$ cat config.mk
export PLATFORM = sky130hd
export DESIGN_NAME = rf_mode_ctrl
export DESIGN_NICKNAME = d
export VERILOG_FILES = /design/src/include/rf_mode_pkg.sv /design/src/hw/cycle_timer.sv /design/src/hw/bit_clock_gen.sv /design/src/hw/rf_mode_ctrl.sv
export SDC_FILE = /design/constraint.sdc
export NUM_CORES = 1
export LEC_CHECK = 0
export ABC_AREA = 1
export BUFFER_PORTS_ARGS = -buffer_cell sky130_fd_sc_hd__buf_4
export CELL_PAD_IN_SITES_DETAIL_PLACEMENT = 1
export CELL_PAD_IN_SITES_GLOBAL_PLACEMENT = 2
export CORE_MARGIN = 8
export CORE_UTILIZATION = 36
export DETAILED_ROUTE_END_ITERATION = 8
export PLACE_DENSITY_LB_ADDON = 0.1
export SLEW_MARGIN = 5
export SYNTH_ARGS = -nofsm -noshare
export SYNTH_HDL_FRONTEND = slang
export SYNTH_SLANG_ARGS = --single-unit
export TNS_END_PERCENT = 1
$ cat constraint.sdc
create_clock -name clk -period 8.2 [get_ports clk]
set_clock_uncertainty 0.2 [all_clocks]
set_input_delay 0.82 -clock clk [delete_from_list [all_inputs] [get_ports clk]]
set_output_delay 0.82 -clock clk [all_outputs]
set_load 0.01 [all_outputs]
$ cat src/include/rf_mode_pkg.sv
// constants, types and mode codes of the radio operating-mode controller
`default_nettype none
package rf_mode_pkg;
	////////////////////////////////////////////////////////////////
	// strobe command codes
	localparam logic [7:0] STROBE_DEEP    = 8'h0a;
	localparam logic [7:0] STROBE_IDLE    = 8'h0b;
	localparam logic [7:0] STROBE_LIGHT   = 8'h0c;
	localparam logic [7:0] STROBE_STANDBY = 8'h0d;
	localparam logic [7:0] STROBE_TX      = 8'h0e;
	localparam logic [7:0] STROBE_RX      = 8'h8e;

	typedef enum logic [2:0] {
		MODE_OFF     = 3'h0,
		MODE_DEEP    = 3'h1,
		MODE_LIGHT   = 3'h2,
		MODE_IDLE    = 3'h3,
		MODE_STANDBY = 3'h4,
		MODE_TX      = 3'h5,
		MODE_RX      = 3'h6
	} mode_t;

	// operating mode field bits
	localparam int         OM_ACTIVATE = 2;
	localparam int         OM_DIR_TX   = 1;
	localparam int         OM_SYNTH    = 0;
	localparam logic [2:0] OM_OFF      = 3'h0;

	// pin function-select codes
	localparam logic [2:0] FS12_DATA   = 3'h0;
	localparam logic [2:0] FS12_WAKE   = 3'h1;
	localparam logic [3:0] FS34_BITCLK = 4'h0;
	localparam logic [3:0] FS34_WAKE   = 4'h1;

	////////////////////////////////////////////////////////////////
	// timing
	localparam int CLK_PERIOD_NS  = 4;
	localparam int SETTLE_NS      = 10000;
	localparam int VCO_CAL_433_US = 152;
	localparam int VCO_CAL_868_US = 96;
	localparam int SLOW_CAL_MS    = 4;

	// least time, rounded up, never below one cycle
	function automatic int ns_to_cycles(input int ns);
		int c;
		c = (ns + CLK_PERIOD_NS - 1) / CLK_PERIOD_NS;
		return (c < 1) ? 1 : c;
	endfunction : ns_to_cycles

	localparam int SETTLE_CYCLES      = ns_to_cycles(SETTLE_NS);
	localparam int VCO_CAL_433_CYCLES = ns_to_cycles(VCO_CAL_433_US * 1000);
	localparam int VCO_CAL_868_CYCLES = ns_to_cycles(VCO_CAL_868_US * 1000);
	localparam int SLOW_CAL_CYCLES    = ns_to_cycles(SLOW_CAL_MS * 1000000);
	localparam int TIMER_W            = 20;
	localparam int HALF_BIT_CYCLES    = 16;
	localparam int WAKE_W             = 16;

	////////////////////////////////////////////////////////////////
	// carriers
	typedef struct packed {
		logic retain;
		logic regulator;
		logic xtal;
		logic slowOsc;
		logic synth;
		logic tx;
		logic rx;
	} power_t;

	typedef struct packed {
		logic [3:0] out;
		logic [3:0] oe;
	} pin_drive_t;

	typedef struct packed {
		mode_t             mode;
		logic              pend;
		logic              goTx;
		logic              settled;
		logic              rxSynced;
		logic [WAKE_W-1:0] wakeCnt;
		logic              wakeIrq;
		logic              acal;
		logic              acalRun;
		logic              calDone;
		logic              slowCal;
		logic              slowRun;
		logic              txBit;
		logic              txBitValid;
		logic              rxBit;
		logic              rxBitTaken;
		logic [1:0]        porS;
		logic [2:0]        tickS;
		logic [1:0]        pinS1;
		logic [1:0]        pinS2;
	} ctrl_state_t;
endpackage : rf_mode_pkg
`default_nettype wire

$ cat src/hw/cycle_timer.sv
// one-shot down counter that pulses done after a loaded count
`timescale 1ns/1ps
`default_nettype none
module cycle_timer
	import rf_mode_pkg::*;
#(
	parameter int W = TIMER_W
) (
	input  wire logic         clk,   // core clock
	input  wire logic         rstN,  // synchronised reset, low active
	input  wire logic         start, // load and run
	input  wire logic [W-1:0] load,  // cycles to run, at least one
	output logic              busy,  // counting
	output logic              done   // one-cycle end pulse
);
	typedef struct packed {
		logic [W-1:0] cnt;
		logic         busy;
		logic         done;
	} tmr_state_t;

	tmr_state_t st;
	tmr_state_t next_st;

	// restart wins over a run already going
	always_comb begin
		next_st = st;
		next_st.done = 1'b0;
		if (start) begin
			next_st.cnt = load;
			next_st.busy = 1'b1;
		end else if (st.busy) begin
			if (st.cnt <= W'(1)) begin
				next_st.busy = 1'b0;
				next_st.done = 1'b1;
			end else begin
				next_st.cnt = st.cnt - W'(1);
			end
		end
	end

	always_ff @(posedge clk or negedge rstN) begin
		if (!rstN) st <= '0;
		else st <= next_st;
	end

	assign busy = st.busy;
	assign done = st.done;
endmodule : cycle_timer
`default_nettype wire

$ cat src/hw/bit_clock_gen.sv
// divider that makes the direct-mode bit clock and its edge pulses
`timescale 1ns/1ps
`default_nettype none
module bit_clock_gen
	import rf_mode_pkg::*;
#(
	parameter int HALF = HALF_BIT_CYCLES
) (
	input  wire logic clk,    // core clock
	input  wire logic rstN,   // synchronised reset, low active
	input  wire logic enable, // run the bit clock
	output logic      bitClk, // bit clock level
	output logic      rise,   // pulse with rising edge
	output logic      fall    // pulse with falling edge
);
	typedef struct packed {
		logic [7:0] cnt;
		logic       clk;
		logic       rise;
		logic       fall;
	} bclk_state_t;

	bclk_state_t st;
	bclk_state_t next_st;

	// equal high and low halves; parked low when disabled
	always_comb begin
		next_st = st;
		next_st.rise = 1'b0;
		next_st.fall = 1'b0;
		if (!enable) begin
			next_st.cnt = '0;
			next_st.clk = 1'b0;
			next_st.fall = st.clk;
		end else if (st.cnt == 8'(HALF - 1)) begin
			next_st.cnt = '0;
			next_st.clk = ~st.clk;
			next_st.rise = ~st.clk;
			next_st.fall = st.clk;
		end else begin
			next_st.cnt = st.cnt + 8'h01;
		end
	end

	always_ff @(posedge clk or negedge rstN) begin
		if (!rstN) st <= '0;
		else st <= next_st;
	end

	assign bitClk = st.clk;
	assign rise = st.rise;
	assign fall = st.fall;
endmodule : bit_clock_gen
`default_nettype wire

$ cat src/hw/rf_mode_ctrl.sv
// operating-mode sequencer with wake timer, calibration and direct mode
`timescale 1ns/1ps
`default_nettype none
module rf_mode_ctrl
	import rf_mode_pkg::*;
#(
	parameter int VCO_433_CYCLES  = VCO_CAL_433_CYCLES,
	parameter int VCO_868_CYCLES  = VCO_CAL_868_CYCLES,
	parameter int SLOW_CYCLES     = SLOW_CAL_CYCLES,
	parameter int HALF_BIT        = HALF_BIT_CYCLES
) (
	input  wire logic              clk,                  // core clock
	input  wire logic              nrst,                 // async reset, low
	input  wire logic              porDone,              // power-on reset finished
	input  wire logic              strobeValid,          // strobe pulse
	input  wire logic [7:0]        strobeCode,           // strobe command byte
	input  wire logic              dirEn,                // direct mode select
	input  wire logic [2:0]        operatingModeField,   // direct mode field
	input  wire logic              wakeTimerEnable,      // wake timer run
	input  wire logic [WAKE_W-1:0] wakePeriod,           // slow ticks to wake
	input  wire logic              slowTick,             // slow oscillator
	input  wire logic              autoCalibrationStart, // write-one pulse
	input  wire logic              band868,              // upper band
	input  wire logic              calDoneClear,         // clear done flag
	input  wire logic              slowOscOverride,      // override level
	input  wire logic              slowOscEnable,        // enable level
	input  wire logic              slowOscCalStart,      // write-one pulse
	input  wire logic              eventDone,            // packet event over
	input  wire logic              syncMatch,            // sync word found
	input  wire logic              rxAirBit,             // demodulated bit
	input  wire logic [2:0]        pin1FunctionSelect,   // pin 1 function
	input  wire logic [2:0]        pin2FunctionSelect,   // pin 2 function
	input  wire logic [3:0]        pin3FunctionSelect,   // pin 3 function
	input  wire logic [3:0]        pin4FunctionSelect,   // pin 4 function
	input  wire logic [3:0]        generalPinIn,         // pin levels
	output logic      [3:0]        generalPinOut,        // pin drive value
	output logic      [3:0]        generalPinOe,         // pin drive enable
	output mode_t                  mode,                 // current mode
	output power_t                 power,                // block enables
	output logic                   autoCalBusy,          // auto cal bit
	output logic                   calibrationDoneFlag,  // sticky done
	output logic                   slowCalBusy,          // slow cal bit
	output logic                   txBit,                // direct tx bit
	output logic                   txBitValid,           // tx bit pulse
	output logic                   rxBitTaken,           // rx bit consumed
	output logic                   wakeIrq               // wake request
);
	////////////////////////////////////////////////////////////////
	// reset release through two flops
	logic [1:0] rstPipe;
	logic       rstN;

	always_ff @(posedge clk or negedge nrst) begin
		if (!nrst) rstPipe <= '0;
		else rstPipe <= {rstPipe[0], 1'b1};
	end
	assign rstN = rstPipe[1];

	////////////////////////////////////////////////////////////////
	// helpers
	function automatic power_t mode_power(input mode_t m);
		power_t p;
		p = '0;
		p.retain = (m != MODE_OFF);
		p.regulator = (m == MODE_LIGHT) || (m >= MODE_STANDBY);
		p.xtal = p.regulator;
		p.slowOsc = (m == MODE_IDLE);
		p.synth = (m >= MODE_STANDBY);
		p.tx = (m == MODE_TX);
		p.rx = (m == MODE_RX);
		return p;
	endfunction : mode_power

	// {oe, out} of a data-capable pin
	function automatic logic [1:0] pin12_drive(input logic [2:0] sel,
			input logic dataVal, input logic drv, input logic irq);
		logic [1:0] r;
		r = 2'h0;
		if (sel == FS12_DATA) r = {drv, dataVal & drv};
		else if (sel == FS12_WAKE) r = {1'b1, irq};
		return r;
	endfunction : pin12_drive

	// {oe, out} of a clock-capable pin
	function automatic logic [1:0] pin34_drive(input logic [3:0] sel,
			input logic bclk, input logic drv, input logic irq);
		logic [1:0] r;
		r = 2'h0;
		if (sel == FS34_BITCLK) r = {drv, bclk & drv};
		else if (sel == FS34_WAKE) r = {1'b1, irq};
		return r;
	endfunction : pin34_drive

	////////////////////////////////////////////////////////////////
	// state and sub-blocks
	ctrl_state_t st;
	ctrl_state_t next_st;
	logic        settleStart;
	logic        settleDone;
	logic        vcoStart;
	logic        vcoDone;
	logic        slowStart;
	logic        slowDone;
	logic        bclkEn;
	logic        bitClk;
	logic        bitFall;
	logic        tickEdge;
	logic        dataBit;

	cycle_timer #(.W(TIMER_W)) settleTimer (
		.clk   (clk),
		.rstN  (rstN),
		.start (settleStart),
		.load  (TIMER_W'(SETTLE_CYCLES)),
		.busy  (),
		.done  (settleDone)
	);

	// band picks the budget for the oscillator calibration
	cycle_timer #(.W(TIMER_W)) vcoTimer (
		.clk   (clk),
		.rstN  (rstN),
		.start (vcoStart),
		.load  (band868 ? TIMER_W'(VCO_868_CYCLES) : TIMER_W'(VCO_433_CYCLES)),
		.busy  (),
		.done  (vcoDone)
	);

	cycle_timer #(.W(TIMER_W)) slowTimer (
		.clk   (clk),
		.rstN  (rstN),
		.start (slowStart),
		.load  (TIMER_W'(SLOW_CYCLES)),
		.busy  (),
		.done  (slowDone)
	);

	bit_clock_gen #(.HALF(HALF_BIT)) bitClock (
		.clk    (clk),
		.rstN   (rstN),
		.enable (bclkEn),
		.bitClk (bitClk),
		.rise   (),
		.fall   (bitFall)
	);

	// clock runs in direct send, and in direct receive after sync
	assign bclkEn = dirEn && ((st.mode == MODE_TX) ||
		(st.mode == MODE_RX && st.rxSynced));
	assign tickEdge = st.tickS[1] & ~st.tickS[2];
	// host picks which pin carries the bit
	assign dataBit = (pin2FunctionSelect == FS12_DATA) ? st.pinS2[1] : st.pinS2[0];

	////////////////////////////////////////////////////////////////
	// next state
	always_comb begin
		next_st = st;
		next_st.txBitValid = 1'b0;
		next_st.rxBitTaken = 1'b0;
		next_st.porS = {st.porS[0], porDone};
		next_st.tickS = {st.tickS[1:0], slowTick};
		next_st.pinS1 = generalPinIn[1:0];
		next_st.pinS2 = st.pinS1;

		// autonomous moves of each mode
		unique case (st.mode)
			MODE_OFF: begin
				if (st.porS[1]) next_st.mode = MODE_DEEP;
			end
			MODE_LIGHT: begin
				if (dirEn && operatingModeField[OM_SYNTH]) begin
					next_st.mode = MODE_STANDBY;
					next_st.pend = 1'b0;
				end
			end
			MODE_STANDBY: begin
				if (dirEn) begin
					if (operatingModeField == OM_OFF) next_st.mode = MODE_LIGHT;
					else if (operatingModeField[OM_ACTIVATE] && st.settled)
						next_st.mode = operatingModeField[OM_DIR_TX] ? MODE_TX : MODE_RX;
				end else if (st.pend && st.settled) begin
					next_st.mode = st.goTx ? MODE_TX : MODE_RX;
					next_st.pend = 1'b0;
				end
			end
			MODE_TX, MODE_RX: begin
				if (dirEn) begin
					if (operatingModeField == OM_OFF) next_st.mode = MODE_LIGHT;
					else if (!operatingModeField[OM_ACTIVATE]) next_st.mode = MODE_STANDBY;
				end else if (eventDone) begin
					next_st.mode = MODE_LIGHT;
				end
			end
			MODE_DEEP, MODE_IDLE: begin
			end
			default: next_st.mode = MODE_OFF;
		endcase

		// strobes override; none taken before power-on reset ends
		if (strobeValid && st.mode != MODE_OFF) begin
			unique case (strobeCode)
				STROBE_DEEP:  next_st.mode = MODE_DEEP;
				STROBE_LIGHT: next_st.mode = MODE_LIGHT;
				STROBE_IDLE:  next_st.mode = MODE_IDLE;
				STROBE_STANDBY: begin
					next_st.mode = MODE_STANDBY;
					next_st.pend = 1'b0;
				end
				STROBE_TX, STROBE_RX: begin
					next_st.mode = MODE_STANDBY;
					next_st.pend = 1'b1;
					next_st.goTx = (strobeCode == STROBE_TX);
				end
				default: begin
				end
			endcase
		end

		// every entry to standby restarts the settling interval
		settleStart = (next_st.mode == MODE_STANDBY) && (st.mode != MODE_STANDBY);
		if (settleStart) next_st.settled = 1'b0;
		else if (settleDone) next_st.settled = 1'b1;

		// wake timer: counts slow ticks only while enabled in idle
		if (st.mode != MODE_IDLE) begin
			next_st.wakeCnt = '0;
			next_st.wakeIrq = 1'b0;
		end else if (wakeTimerEnable && tickEdge && !st.wakeIrq) begin
			if (st.wakeCnt + WAKE_W'(1) >= wakePeriod) next_st.wakeIrq = 1'b1;
			else next_st.wakeCnt = st.wakeCnt + WAKE_W'(1);
		end

		// auto calibration: both parts share one timed run
		if (calDoneClear) next_st.calDone = 1'b0;
		if (autoCalibrationStart) next_st.acal = 1'b1;
		vcoStart = st.acal && !st.acalRun && (st.mode == MODE_LIGHT);
		if (vcoStart) next_st.acalRun = 1'b1;
		if (vcoDone) begin
			next_st.acal = 1'b0;
			next_st.acalRun = 1'b0;
			next_st.calDone = 1'b1;
		end

		// slow calibration waits in light sleep for a valid setup
		if (slowOscCalStart) next_st.slowCal = 1'b1;
		slowStart = st.slowCal && !st.slowRun && (st.mode == MODE_LIGHT) &&
			!slowOscOverride && slowOscEnable;
		if (slowStart) next_st.slowRun = 1'b1;
		if (slowDone) begin
			next_st.slowCal = 1'b0;
			next_st.slowRun = 1'b0;
		end

		// direct bits move on the falling clock edge
		if (st.mode != MODE_RX || !dirEn) next_st.rxSynced = 1'b0;
		else if (syncMatch) next_st.rxSynced = 1'b1;
		if (bitFall && dirEn && st.mode == MODE_TX) begin
			next_st.txBit = dataBit;
			next_st.txBitValid = 1'b1;
		end
		if (bitFall && dirEn && st.mode == MODE_RX) begin
			next_st.rxBit = rxAirBit;
			next_st.rxBitTaken = 1'b1;
		end
	end

	always_ff @(posedge clk or negedge rstN) begin
		if (!rstN) st <= '0;
		else st <= next_st;
	end

	////////////////////////////////////////////////////////////////
	// outputs
	logic rxDrive;
	assign rxDrive = dirEn && (st.mode == MODE_RX);

	always_comb begin
		{generalPinOe[0], generalPinOut[0]} =
			pin12_drive(pin1FunctionSelect, st.rxBit, rxDrive, st.wakeIrq);
		{generalPinOe[1], generalPinOut[1]} =
			pin12_drive(pin2FunctionSelect, st.rxBit, rxDrive, st.wakeIrq);
		{generalPinOe[2], generalPinOut[2]} =
			pin34_drive(pin3FunctionSelect, bitClk, bclkEn, st.wakeIrq);
		{generalPinOe[3], generalPinOut[3]} =
			pin34_drive(pin4FunctionSelect, bitClk, bclkEn, st.wakeIrq);
	end

	assign mode = st.mode;
	assign power = mode_power(st.mode);
	assign autoCalBusy = st.acal;
	assign calibrationDoneFlag = st.calDone;
	assign slowCalBusy = st.slowCal;
	assign txBit = st.txBit;
	assign txBitValid = st.txBitValid;
	assign rxBitTaken = st.rxBitTaken;
	assign wakeIrq = st.wakeIrq;
endmodule : rf_mode_ctrl
`default_nettype wire

## Word-level counts from Yosys, hierarchy flattened

Cells that the tools add are included.

- Register bits after elaboration: 120
- Input bits: 61
- Logic and storage cells: 195

- Add/sub/neg operators: 5
- Order comparisons: 5
- Eq/ne operators: 26
- Mux-type cells: 65
- Bitwise logic cells: 5
- Reduce and logical (&&, ||, !) cells: 56

Operators with widths:

| cell | number |
|---|---|
| two-way mux 22 bit | 3 |
| two-way mux 21 bit | 3 |
| <= comparator 20 x 1 -> 1 bit, second input constant | 3 |
| two-way mux 20 bit | 3 |
| subtractor 20 x 1 -> 20 bit, second input constant | 3 |
| == test 8 x 4 -> 1 bit, second input constant | 6 |
| two-way mux 17 bit | 2 |
| two-way mux 16 bit | 2 |
| two-way mux 3 bit | 10 |
| two-way mux 2 bit | 14 |
| nonzero test 2 bit | 12 |
| logical AND 1 bit | 19 |
| two-way mux 1 bit | 19 |
| adder 16 x 1 -> 16 bit, second input constant | 1 |
| greater-or-equal comparator 16 bit | 1 |
| one-hot mux 3 bit (5 select lines) | 1 |
| == test 3 bit, second input constant | 4 |
| zero test 3 bit | 4 |
| one-hot mux 3 bit (4 select lines) | 1 |
| AND reduction 2 bit | 6 |
| == test 3 x 1 -> 1 bit, second input constant | 3 |
| two-way mux 9 bit | 1 |
| adder 8 x 1 -> 8 bit, second input constant | 1 |
| == test 4 x 1 -> 1 bit, second input constant | 2 |
| 19 further kinds | 38 |

## Logic depth before layout (Yosys ltp)

Gate-level depths: netlist of run 1.

- Word-level depth: 11
- Gate-level depth with buffers: 19
- Depth with buffers taken out: 18

## Modules after synthesis

From an unflattened synthesis of run 1, not the netlist that was laid out.

- Cell total of the unflattened synthesis: 1208
- Area total of the unflattened synthesis: 8393.0 sq um

Modules (own cells, without submodules):

| module | instances | cells an instance | area an instance (sq um) |
|---|---|---|---|
| cycle_timer | 3 | 251 | 1651.6 |
| rf_mode_ctrl | 1 | 392 | 2909.0 |
| bit_clock_gen | 1 | 63 | 529.3 |

## Worst setup path after synthesis of run 1

Ideal clock, no wire load.

- Kind: register -> register
- Start point: reg st[19] in the netlist's numbering
- End point: reg st[24] in the netlist's numbering
- Arrival: 2428 ps
- Path slack: 5506 ps
- Stages on the path, launching flop included: 20
- Period minus slack after synthesis: 2694 ps
- Cell sequence: dfrtp_1 -> ha_1 -> nand3_1 -> inv_1 -> nand2_1 -> nor2_1 -> inv_1 -> o21ai_0 -> inv_1 -> ha_1 -> nand2_1 -> inv_1 -> o21ai_0 -> a21oi_1 -> nor2_1 -> nand4_2 -> nand2_1 -> buf_2 -> nand2_1 -> nand2_1

- Cells in the longest elaborated chain, start to end: 4
- Elaborated cells on any way between the ends: 7
- Classes of those cells: add/sub: 1; order compare: 1; eq/ne: 1; mux: 3; reduce/logical: 1

Ends and longest elaborated chain:

| what | line | text |
|---|---|---|
| start, declared | rf_mode_ctrl.sv:96 | `ctrl_state_t st;` |
| start signal, assigned | rf_mode_ctrl.sv:269 | `else st <= next_st;` |
| adder 16 x 1 -> 16 bit * | rf_mode_ctrl.sv:229, rf_mode_ctrl.sv:230 |  |
| greater-or-equal comparator 16 bit or two-way mux 16 bit (tied branches) | rf_mode_ctrl.sv:229 | `if (st.wakeCnt + WAKE_W'(1) >= wakePeriod) next_st.wakeIrq = 1'b1;` |
| != test 2 bit (no line) or two-way mux 17 bit (tied branches) | -- |  |
| AND reduction 2 bit (no line) or two-way mux 17 bit (tied branches) | -- |  |

Every way passes the cells marked *; elsewhere a longest branch is shown, timed or not. The select of a mux whose other input is x is not followed.
A chain may end at the register's enable or synchronous reset.

## Final worst setup path of run 1

- Start point: reg st[19] in the netlist's numbering
- End point: reg st[29] in the netlist's numbering

Same word-level chain as after synthesis.

==> impl_summary.log, run 1 <==
INFO  metric total_leakage_power = approximately 4.7 nW
INFO  metric fill_cells = about 2,700
INFO  metric power.density = 210.6 nW/µm²
INFO  metric area_growth = 18.46%
INFO  metric n_antenna_cell = 0
INFO  metric synth.yosys.seq_area_share = approximately two fifths
INFO  metric fin_nets = 1,258
INFO  metric chipHeight = roughly 160 µm
INFO  metric final.min_clock_period = ~3.9 ns
INFO  metric worst_hold_startpoint = next_st[8]$_DFF_PN0_
INFO  metric synth_edf_count = 0
INFO  metric dieArea = 26,450 µm²
INFO  metric leading_cell_type_in_the_layout_fill_and_taps_excluded = sky130_fd_sc_hd__nand2_1
INFO  metric final_antenna_net_count = 0
INFO  metric crit_path_start_kind = flip-flop
INFO  metric port_buffers = 83
INFO  metric commonest_cells_after_routing_fill_and_taps_aside = sky130_fd_sc_hd__nand2_1 (248), sky130_fd_sc_hd__nor2_1 (180), sky130_fd_sc_hd__inv_1 (149)
INFO  metric grt_setup_unrepaired = no
INFO  metric synthesis.area = 7740 µm²
INFO  metric placeableCoreArea = roughly 21,000 µm²
INFO  metric route.detailed.vias_per_inst = roughly 5
INFO  metric power.ir.vdd_worst = roughly 130 µV
INFO  metric cp_common_cell = sky130_fd_sc_hd__nand2_1
INFO  metric cts_root_buffer = sky130_fd_sc_hd__clkbuf_16
INFO  metric crit_path_start = st[19]$_DFFE_PN0P_
INFO  metric critPathCaptureType = flip-flop
INFO  metric run_status = finished, final reports clean
INFO  metric grt_start_max_net_pins = 61
INFO  metric synthArstFlopShare = 100.0%
INFO  metric r2r_start = st[19]$_DFFE_PN0P_
INFO  metric cts_htree_levels = 4
INFO  metric timing_max_transition_violations_final = 0
INFO  metric fmax = between 0.2 and 0.3 GHz
INFO  metric synth_top_cell_area_share = approximately two fifths
INFO  metric global_route_wire_length_before_repair = approximately 38 mm
INFO  metric syn_avg_cell_area = between 7 and 8 µm²
INFO  metric cts_repair_resize_count = 0
INFO  metric final-setup-viol-count = 0
INFO  metric die_x = around 160 µm
INFO  metric first_pass_iteration_count_of_the_detailed_router = 4
INFO  metric cp_cell_sequence = ha_1 -> nand3_1 -> inv_1 -> nand2_1 -> nor2_1 -> inv_1 -> o21ai_0 -> inv_1 -> ha_1 -> nand2_1 -> inv_1 -> o21ai_0 -> a21oi_1 -> nor2_1 -> nand4_2 -> nand2_1 -> nand2_1 -> nand2_1
INFO  metric netlist.top_cell.by_area = sky130_fd_sc_hd__dfrtp_1
INFO  metric worstPathRequired = about 8.4 ns
INFO  metric hp-class = flip-flop to flip-flop
INFO  metric start_util = 36.70%
INFO  metric wl_per_cell = between 10 and 15 µm
INFO  metric clkTransAtPathRegs = about 0.060 ns
INFO  metric critical_path_buf_inv_count = 4
INFO  metric cts-root-to-sink-buffers = 2
INFO  metric critPathMaxStageDelay = between 0.6 and 0.7 ns
INFO  metric place.gp.congestion = 0.7740
INFO  metric grt_usage = 17.27%
INFO  metric first_global_vias = between 7,000 and 8,000
INFO  metric drc_errors = 0
INFO  metric cts_inserted_buffers = 17
INFO  metric clock_sink_count = 120
INFO  metric row_count = 53
INFO  metric vias = 7,143
INFO  metric postSynthRegisterBits = 120
INFO  metric grt-ovfl-total = 0
INFO  metric cp_max_fo = 17
INFO  metric hpwl = approximately 16 mm
INFO  metric ys.flop_type = sky130_fd_sc_hd__dfrtp_1
INFO  metric relSlewSlack = 42.47%
INFO  metric io_pins = 86
INFO  metric setup_total_negative_slack = 0 ns
INFO  metric cp.arrival = 4.00 ns
INFO  metric dr.first_iter.drc_count = 272
INFO  metric synthesis.yosys.warnings = 0
INFO  metric maxCapViolCount = 0
INFO  metric timing.setup.critical_path_class = flip-flop to flip-flop
INFO  metric worst_skew_pair.late_latency = 0.42 ns
INFO  metric postSynthCellCount = between 1,000 and 1,500
INFO  metric timing.final.crit_share = 47.00%
INFO  metric core_occupancy_in_the_finished_layout = a little over two fifths
INFO  metric post_route_cells_drive_above_1_share = 16.19%
INFO  metric grt_antenna_before_repair = 0
INFO  metric finalHoldViolations = 0
INFO  metric cts_tree = built
INFO  metric post-cts-setup-buffer-count = 0
INFO  metric netlist-cell-type-count = 48
INFO  metric worst_pin_slew = 0.8629 ns
INFO  metric synth.top_cells.by_area = sky130_fd_sc_hd__dfrtp_1 (39%), sky130_fd_sc_hd__nand2_1 (12%), sky130_fd_sc_hd__nor2_1 (8.7%)
INFO  metric critical_path.slowest_cell = sky130_fd_sc_hd__nand2_1
INFO  metric synth_fp_nets = around 1,200
INFO  metric wl = between 20 and 25 mm
INFO  metric cp_top_family = simple AND/OR/NAND/NOR gates
==> registers in the layout (all words and copies together), names as in the netlist, 2 cells and up <==
name and flops:
bitClock.st 8, mode 3, next_st 5, rstPipe 2, settleTimer.st 20, slowTimer.st 20, st 27, vcoTimer.st 20
==> worst paths after layout <==
kind / to / slack [ns] / cells past startpoint
min reg2reg: st[8]$_DFF_PN0_ / 0.14 / 0
max in group asynchronous: bitClock.bitClk$_DFFE_PN0P_ / 6.22 / 1
max: st[29]$_DFFE_PN0P_ / 4.35 / 18
min: st[8]$_DFF_PN0_ / 0.14 / 0
max reg2reg: st[29]$_DFFE_PN0P_ / 4.35 / 18
min in group asynchronous: vcoTimer.st[12]$_DFFE_PN0P_ / 0.24 / 0
==> metrics by stage <==
step | power (mW) | cell area [µm²] | setup WS, ns | hold slack, ns | instances
4_1_cts | 1.963 | 9169 | 4.276 | 0.1424 | 1461
2_1_floorplan | 1.065 | 7740 | 4.409 | 0.1312 | 1089
3_5_place_dp | 1.213 | 8578 | 4.315 | 0.1365 | 1428
5_1_grt | 2.059 | 9169 | 3.936 | 0.1395 | 1461
6_report | 1.931 | 9169 | 4.346 | 0.1407 | 1461
3_3_place_gp | 1.202 | 8578 | 4.349 | 0.1341 | 1428
==> repair_timing <==
action	4_1_cts	5_1_grt
endpoints found under the setup margin	0	0
hold buffers	1	0
hold endpoints to repair	2	0
==> synth_stat cells (3+ instances only) <==
master	number
sky130_fd_sc_hd__o21ai_0	43
sky130_fd_sc_hd__or2_2	8
sky130_fd_sc_hd__nor2_1	180
sky130_fd_sc_hd__buf_4	7
sky130_fd_sc_hd__nor2_4	3
sky130_fd_sc_hd__nand2_2	14
sky130_fd_sc_hd__xor2_1	29
sky130_fd_sc_hd__nor3_1	21
sky130_fd_sc_hd__a21oi_1	43
sky130_fd_sc_hd__a21oi_2	14
sky130_fd_sc_hd__buf_2	4
sky130_fd_sc_hd__nand4_1	24
sky130_fd_sc_hd__nor4_1	3
sky130_fd_sc_hd__xnor2_1	4
sky130_fd_sc_hd__nor2_2	7
sky130_fd_sc_hd__inv_2	11
sky130_fd_sc_hd__a22oi_1	4
sky130_fd_sc_hd__nand3_1	81
sky130_fd_sc_hd__dfrtp_1	120
sky130_fd_sc_hd__ha_1	24
sky130_fd_sc_hd__nand2_1	248
sky130_fd_sc_hd__o21a_1	4
sky130_fd_sc_hd__inv_1	149
sky130_fd_sc_hd__clkbuf_1	6
sky130_fd_sc_hd__buf_6	4
sky130_fd_sc_hd__o21ai_2	4
==> where the power goes <==
part / leakage, nW / switching, mW / internal (mW)
Sequential: 1.41 / 0.0751 / 0.651
Clock: 0.267 / 0.290 / 0.447
Combinational: 3.01 / 0.305 / 0.163
==> final cells by class <==
cell class | instances | area, µm² | share of cell area, %
Clock buffer | 17 | 425.4 | 4.640
Clock inverter | 15 | 155.1 | 1.692
Inverter | 162 | 610.6 | 6.659
Multi-Input combinational cell | 785 | 3971 | 43.31
Sequential cell | 120 | 3007 | 32.79
Tap cell | 275 | 344.1 | 3.753
Timing Repair Buffer | 87 | 655.6 | 7.151
==> metal layers <==
metal / vias up / routed length, µm / global-route usage, %
met5: - / 0 / 0
met4: 0 / 268 / 4.671
met3: 21 / 658 / 3.236
met2: 92 / 9912 / 28.47
met1: 3413 / 10690 / 22.82
li1: 3617 / - / -
==> worst register-to-register path, delay by kind of cell (launching register included) <==
kind,cells,cell delay (ns)
simple gates,9,1.93
fa+ha+maj,2,0.40
flops,1,0.44
buf+inv,4,0.33
compound gates,3,0.50
==> kinds of logic (layout without fill, tap and decap cells) <==
family,Yosys count,count (layout),share of synthesized area [%]
flip-flops,120,120,38.80
XOR/XNOR,33,33,3.734
buffers and inverters,184,281,9.893
AND/OR/NAND/NOR,602,602,33.92
adder cells (fa/ha/maj),24,24,3.880
AO/OA/AOI/OAI,124,124,9.586
other,1,1,0.04845
multiplexers,1,1,0.1455
Note: power is estimated with default switching activity, not from simulation.
==> run 2: changes to the inputs <==
Settings changed: ABC_AREA 1 to 0, CORE_UTILIZATION 36 to 33.
Clock period 8.2 ns to 3.3 ns, I/O delays scaled along.
==> run 2 against run 1 <==
- the flow now finishes with violations (setup timing)
- non-clock buffer count increased by 55
- count of clock-buffer cells in the layout unchanged
- die area decreased by 5.6%
- worst hold slack got worse by 0.11 ns
- utilization increased by 0.76 points
- clock power increased to 2.6 times the previous value
- sequential cell count unchanged
- sequential share of layout area increased by 1.1 points
- register-to-register slack got worse by 4.5 ns
- maximum frequency increased by 11%
- final cell count decreased by 23%
- via count decreased by 18%
- largest power group is now sequential cells
==> impl_summary.log, run 2 <==
INFO  metric cts_htree_levels = 4 (unchanged)
INFO  metric postSynthRegisterBits = 120 (unchanged)
INFO  metric fin_nets = 931 (-26%)
INFO  metric area_growth = 33.27%
INFO  metric final.hold.worst_slack = 0.03242 ns (-0.1083 ns)
INFO  metric power.density = 625.4 nW/µm² (+200%)
INFO  metric core_occupancy_in_the_finished_layout = 44.24% (+0.76 points)
INFO  metric wl_per_cell = 17.48 µm (+19%)
INFO  metric worst_pin_slew = 0.8233 ns (-0.03958 ns)
INFO  metric cp_cell_sequence = ha_2 -> and3_4 -> nand3_4 -> buf_6 -> nor2_4 -> nand3_4 -> xnor2_2 -> ha_1 -> a21o_1 -> a21oi_2 -> nand3_2 -> o21a_4 -> buf_12 -> or4_1 -> a21oi_2
INFO  metric synth.top_cells.by_area = sky130_fd_sc_hd__dfrtp_1 (45%), sky130_fd_sc_hd__xnor2_1 (6.8%), sky130_fd_sc_hd__nor2_1 (5.2%)
INFO  metric final.min_clock_period = 3.485 ns (-0.3690 ns)
INFO  metric timing.final.crit_share = 105.6% (+59 points)
INFO  metric postSynthCellCount = 714 (-34%)
INFO  metric area_taken_by_multi_input_logic_gates = 3591 µm² (-9.6%)
INFO  metric synthesis.yosys.warnings = 0 (unchanged)
INFO  metric wl = 19.71 mm (-8.4%)
INFO  metric synth.yosys.seq_area_share = 45.14% (+6.3 points)
INFO  metric total_leakage_power = 3.897 nW (-17%)
INFO  metric crit_path_start_kind = flip-flop
INFO  metric timing.setup.critical_path_class = flip-flop to flip-flop
INFO  metric finalHoldViolations = 0 (unchanged)
INFO  metric chipHeight = 158.0 µm (-2.9%)
INFO  metric cts-root-to-sink-buffers = 2 (unchanged)
INFO  metric regArea = 3007 µm² (unchanged)
INFO  metric hpwl = 13.59 mm (-15%)
INFO  metric largest_register_ff_count = 27 (unchanged)
INFO  metric die_x = 158.0 µm (-2.9%)
INFO  metric largest_register = st
INFO  metric maxCapViolCount = 0 (unchanged)
INFO  metric grt_start_max_net_pins = 58 (-4.9%)
INFO  metric stdcell_count = 1,128 (-23%)
INFO  metric final_critical_path_setup_slack = -0.1850 ns (-4.531 ns)
INFO  metric grt_setup_unrepaired = yes
INFO  metric r2r_start = st[19]$_DFFE_PN0P_
INFO  metric place.gp.congestion = 0.7965 (+2.9%)
INFO  metric synthArstFlopShare = 100.0% (unchanged)
INFO  metric use_met3 = 3.331% (+0.095 points)
INFO  metric globalRouteMet1Util = 18.92% (-3.9 points)
INFO  metric row_count = 52 (-1.9%)
INFO  metric n_antenna_cell = 0 (unchanged)
INFO  metric port_buffers = 83 (unchanged)
INFO  metric critical_path_buf_inv_count = 2 (-2)
INFO  metric placed_cells_incl_taps = 1,077 (-25%)
INFO  metric critPathCaptureType = flip-flop
INFO  metric timing_max_transition_violations_final = 0 (unchanged)
INFO  metric place_ws = -0.2570 ns (-4.572 ns)
INFO  metric vias = 5,826 (-18%)
INFO  metric synth_top_cell_area_share = 45.14% (+6.3 points)
INFO  metric netlist-cell-type-count = 63 (+31%)
INFO  metric grt_antenna_before_repair = 0 (unchanged)
INFO  metric syn_avg_cell_area = 9.317 µm² (+31%)
INFO  metric cp_top_family = simple AND/OR/NAND/NOR gates
INFO  metric grt_usage = 16.01% (-1.3 points)
INFO  metric synth.cells.most_frequent = sky130_fd_sc_hd__dfrtp_1 (120), sky130_fd_sc_hd__nor2_1 (93), sky130_fd_sc_hd__xnor2_1 (52), sky130_fd_sc_hd__nand2_1 (49), sky130_fd_sc_hd__nor3_1 (36)
INFO  metric globalRouteMet2Util = 28.60% (+0.13 points)
INFO  metric start_util = 33.20% (-3.5 points)
INFO  metric placeableCoreArea = 20,040 µm² (-5.0%)
INFO  metric first_global_vias = 6,350 (-17%)
INFO  metric drc_errors = 0 (unchanged)
INFO  metric critical_path.slowest_cell = sky130_fd_sc_hd__or4_1
INFO  metric post_route_cells_drive_above_1_share = 24.01% (+7.8 points)
INFO  metric dieArea = 24,960 µm² (-5.6%)
INFO  metric hp-class = input pin to asynchronous set/reset pin
INFO  metric grt-ovfl-total = 0 (unchanged)
INFO  metric cp.arrival = 3.63 ns (-0.37 ns)
INFO  metric dr.first_iter.drc_count = 197 (-28%)
INFO  metric commonest_cells_after_routing_fill_and_taps_aside = sky130_fd_sc_hd__buf_4 (121), sky130_fd_sc_hd__dfrtp_1 (119), sky130_fd_sc_hd__nor2_1 (91)
INFO  metric first_pass_iteration_count_of_the_detailed_router = 4 (unchanged)
INFO  metric clkTransAtPathRegs = 0.06 ns (about the same)
INFO  metric worstPathRequired = 3.45 ns (-4.90 ns)
INFO  metric cts_inserted_buffers = 17 (unchanged)
INFO  metric route.detailed.vias_per_inst = 5.165 (+5.6%)
INFO  metric relSlewSlack = 45.11% (+2.6 points)
INFO  metric failed_checks = setup timing
INFO  metric crit_path_start = st[19]$_DFFE_PN0P_
INFO  metric critPathMaxStageDelay = 0.43 ns (-0.25 ns)
INFO  metric fill_cells = 2,313 (-14%)
INFO  metric global_route_wire_length_before_repair = 31.86 mm (-15%)
INFO  metric cell_with_the_most_instances_after_synthesis = sky130_fd_sc_hd__dfrtp_1
INFO  metric io_pins = 86 (unchanged)
INFO  metric cts_root_buffer = sky130_fd_sc_hd__clkbuf_16
INFO  metric synth_fp_nets = 799 (-32%)
INFO  metric synth_edf_count = 0 (unchanged)
INFO  metric worst_skew_pair.late_latency = 0.42 ns (about the same)
INFO  metric clock_sink_count = 120 (unchanged)
INFO  metric final_antenna_net_count = 0 (unchanged)
INFO  metric power.ir.vdd_worst = 327.0 µV (+140%)
INFO  metric cts_tree = built
INFO  metric final-setup-viol-count = 16 (+16)
INFO  metric synthesis.area = 6653 µm² (-14%)
INFO  metric fmax = 0.2869 GHz (+11%)
INFO  metric netlist.top_cell.by_area = sky130_fd_sc_hd__dfrtp_1
INFO  metric cp_max_fo = 6 (-11)
INFO  metric run_status = finished, violations left
INFO  metric grt_busiest_layer = met2
INFO  metric ys.flop_type = sky130_fd_sc_hd__dfrtp_1
INFO  metric leading_cell_type_in_the_layout_fill_and_taps_excluded = sky130_fd_sc_hd__buf_4
[run 2: changes by cell type after synthesis, moves of 22 or more]
cell | previous run | this run
sky130_fd_sc_hd__o21ai_0 | 43 | 21
sky130_fd_sc_hd__nor2_1 | 180 | 93
sky130_fd_sc_hd__xnor2_1 | 4 | 52
sky130_fd_sc_hd__inv_1 | 149 | 29
sky130_fd_sc_hd__nand3_1 | 81 | 27
sky130_fd_sc_hd__nand2_1 | 248 | 49
[run 2: what timing repair did]
action / CTS / global route
buffers inserted: 2 / 3
setup endpoints to repair: 13 / 19
cloned: 2 / 2
pin swaps: 18 / 17
endpoints found under the hold margin: 13 / 0
resized for setup: 25 / 20
hold buffers: 11 / 0
[run 2: area by class of cell]
type | instances | share of cell area (%)
repair buffers | 142 | 13.79
clock inverters | 14 | 1.962
well taps | 270 | 3.810
multi-input cells | 536 | 40.50
flip-flops and latches | 120 | 33.91
inverters | 29 | 1.228
clock buffers | 17 | 4.798
[run 2: cells by family after synthesis]
group	count (synthesis)	synth area share [%]
AO/OA/AOI/OAI	116	11.94
XOR/XNOR	69	9.084
adder cells (fa/ha/maj)	24	4.514
buffers and inverters	58	3.592
flip-flops	120	45.14
multiplexers	3	0.4702
other	1	0.05637
AND/OR/NAND/NOR	323	25.20
[run 2: final timing paths]
check / to / slack [ns] / cells after the start
worst max-delay path: st[28]$_DFFE_PN0P_ / -0.18 / 15
worst min-delay path: rstPipe[1]$_DFF_PN0_ / 0.03 / 2
min in group clk: st[38]$_DFF_PN0_ / 0.04 / 3
max in group asynchronous: slowTimer.st[16]$_DFFE_PN0P_ / 1.86 / 1
worst max register to register: st[28]$_DFFE_PN0P_ / -0.18 / 15
worst min register to register: next_st[6]$_DFF_PN0_ / 0.16 / 0
[run 2: per-stage QoR]
step	power (mW)	instance area, µm²	TNS, ns
2_1_floorplan	3.151	6654	-2.170
3_3_place_gp	3.554	7811	-1.016
3_5_place_dp	3.630	7811	-1.962
4_1_cts	5.621	8695	-0.7694
5_1_grt	5.919	8866	-3.510
6_report	5.545	8866	-1.554
[run 2: power by group]
group / switching (mW) / internal [mW] / total [mW]
sequential: 0.381 / 1.81 / 2.19
clock: 0.726 / 1.19 / 1.91
combinational: 0.792 / 0.651 / 1.44
total: 1.90 / 3.65 / 5.54
[run 2: metal layers]
metal	routed length [µm]	vias up
li1	-	2801
met2	10190	81
met4	275	0
met3	678	24
met5	0	-
met1	8573	2920
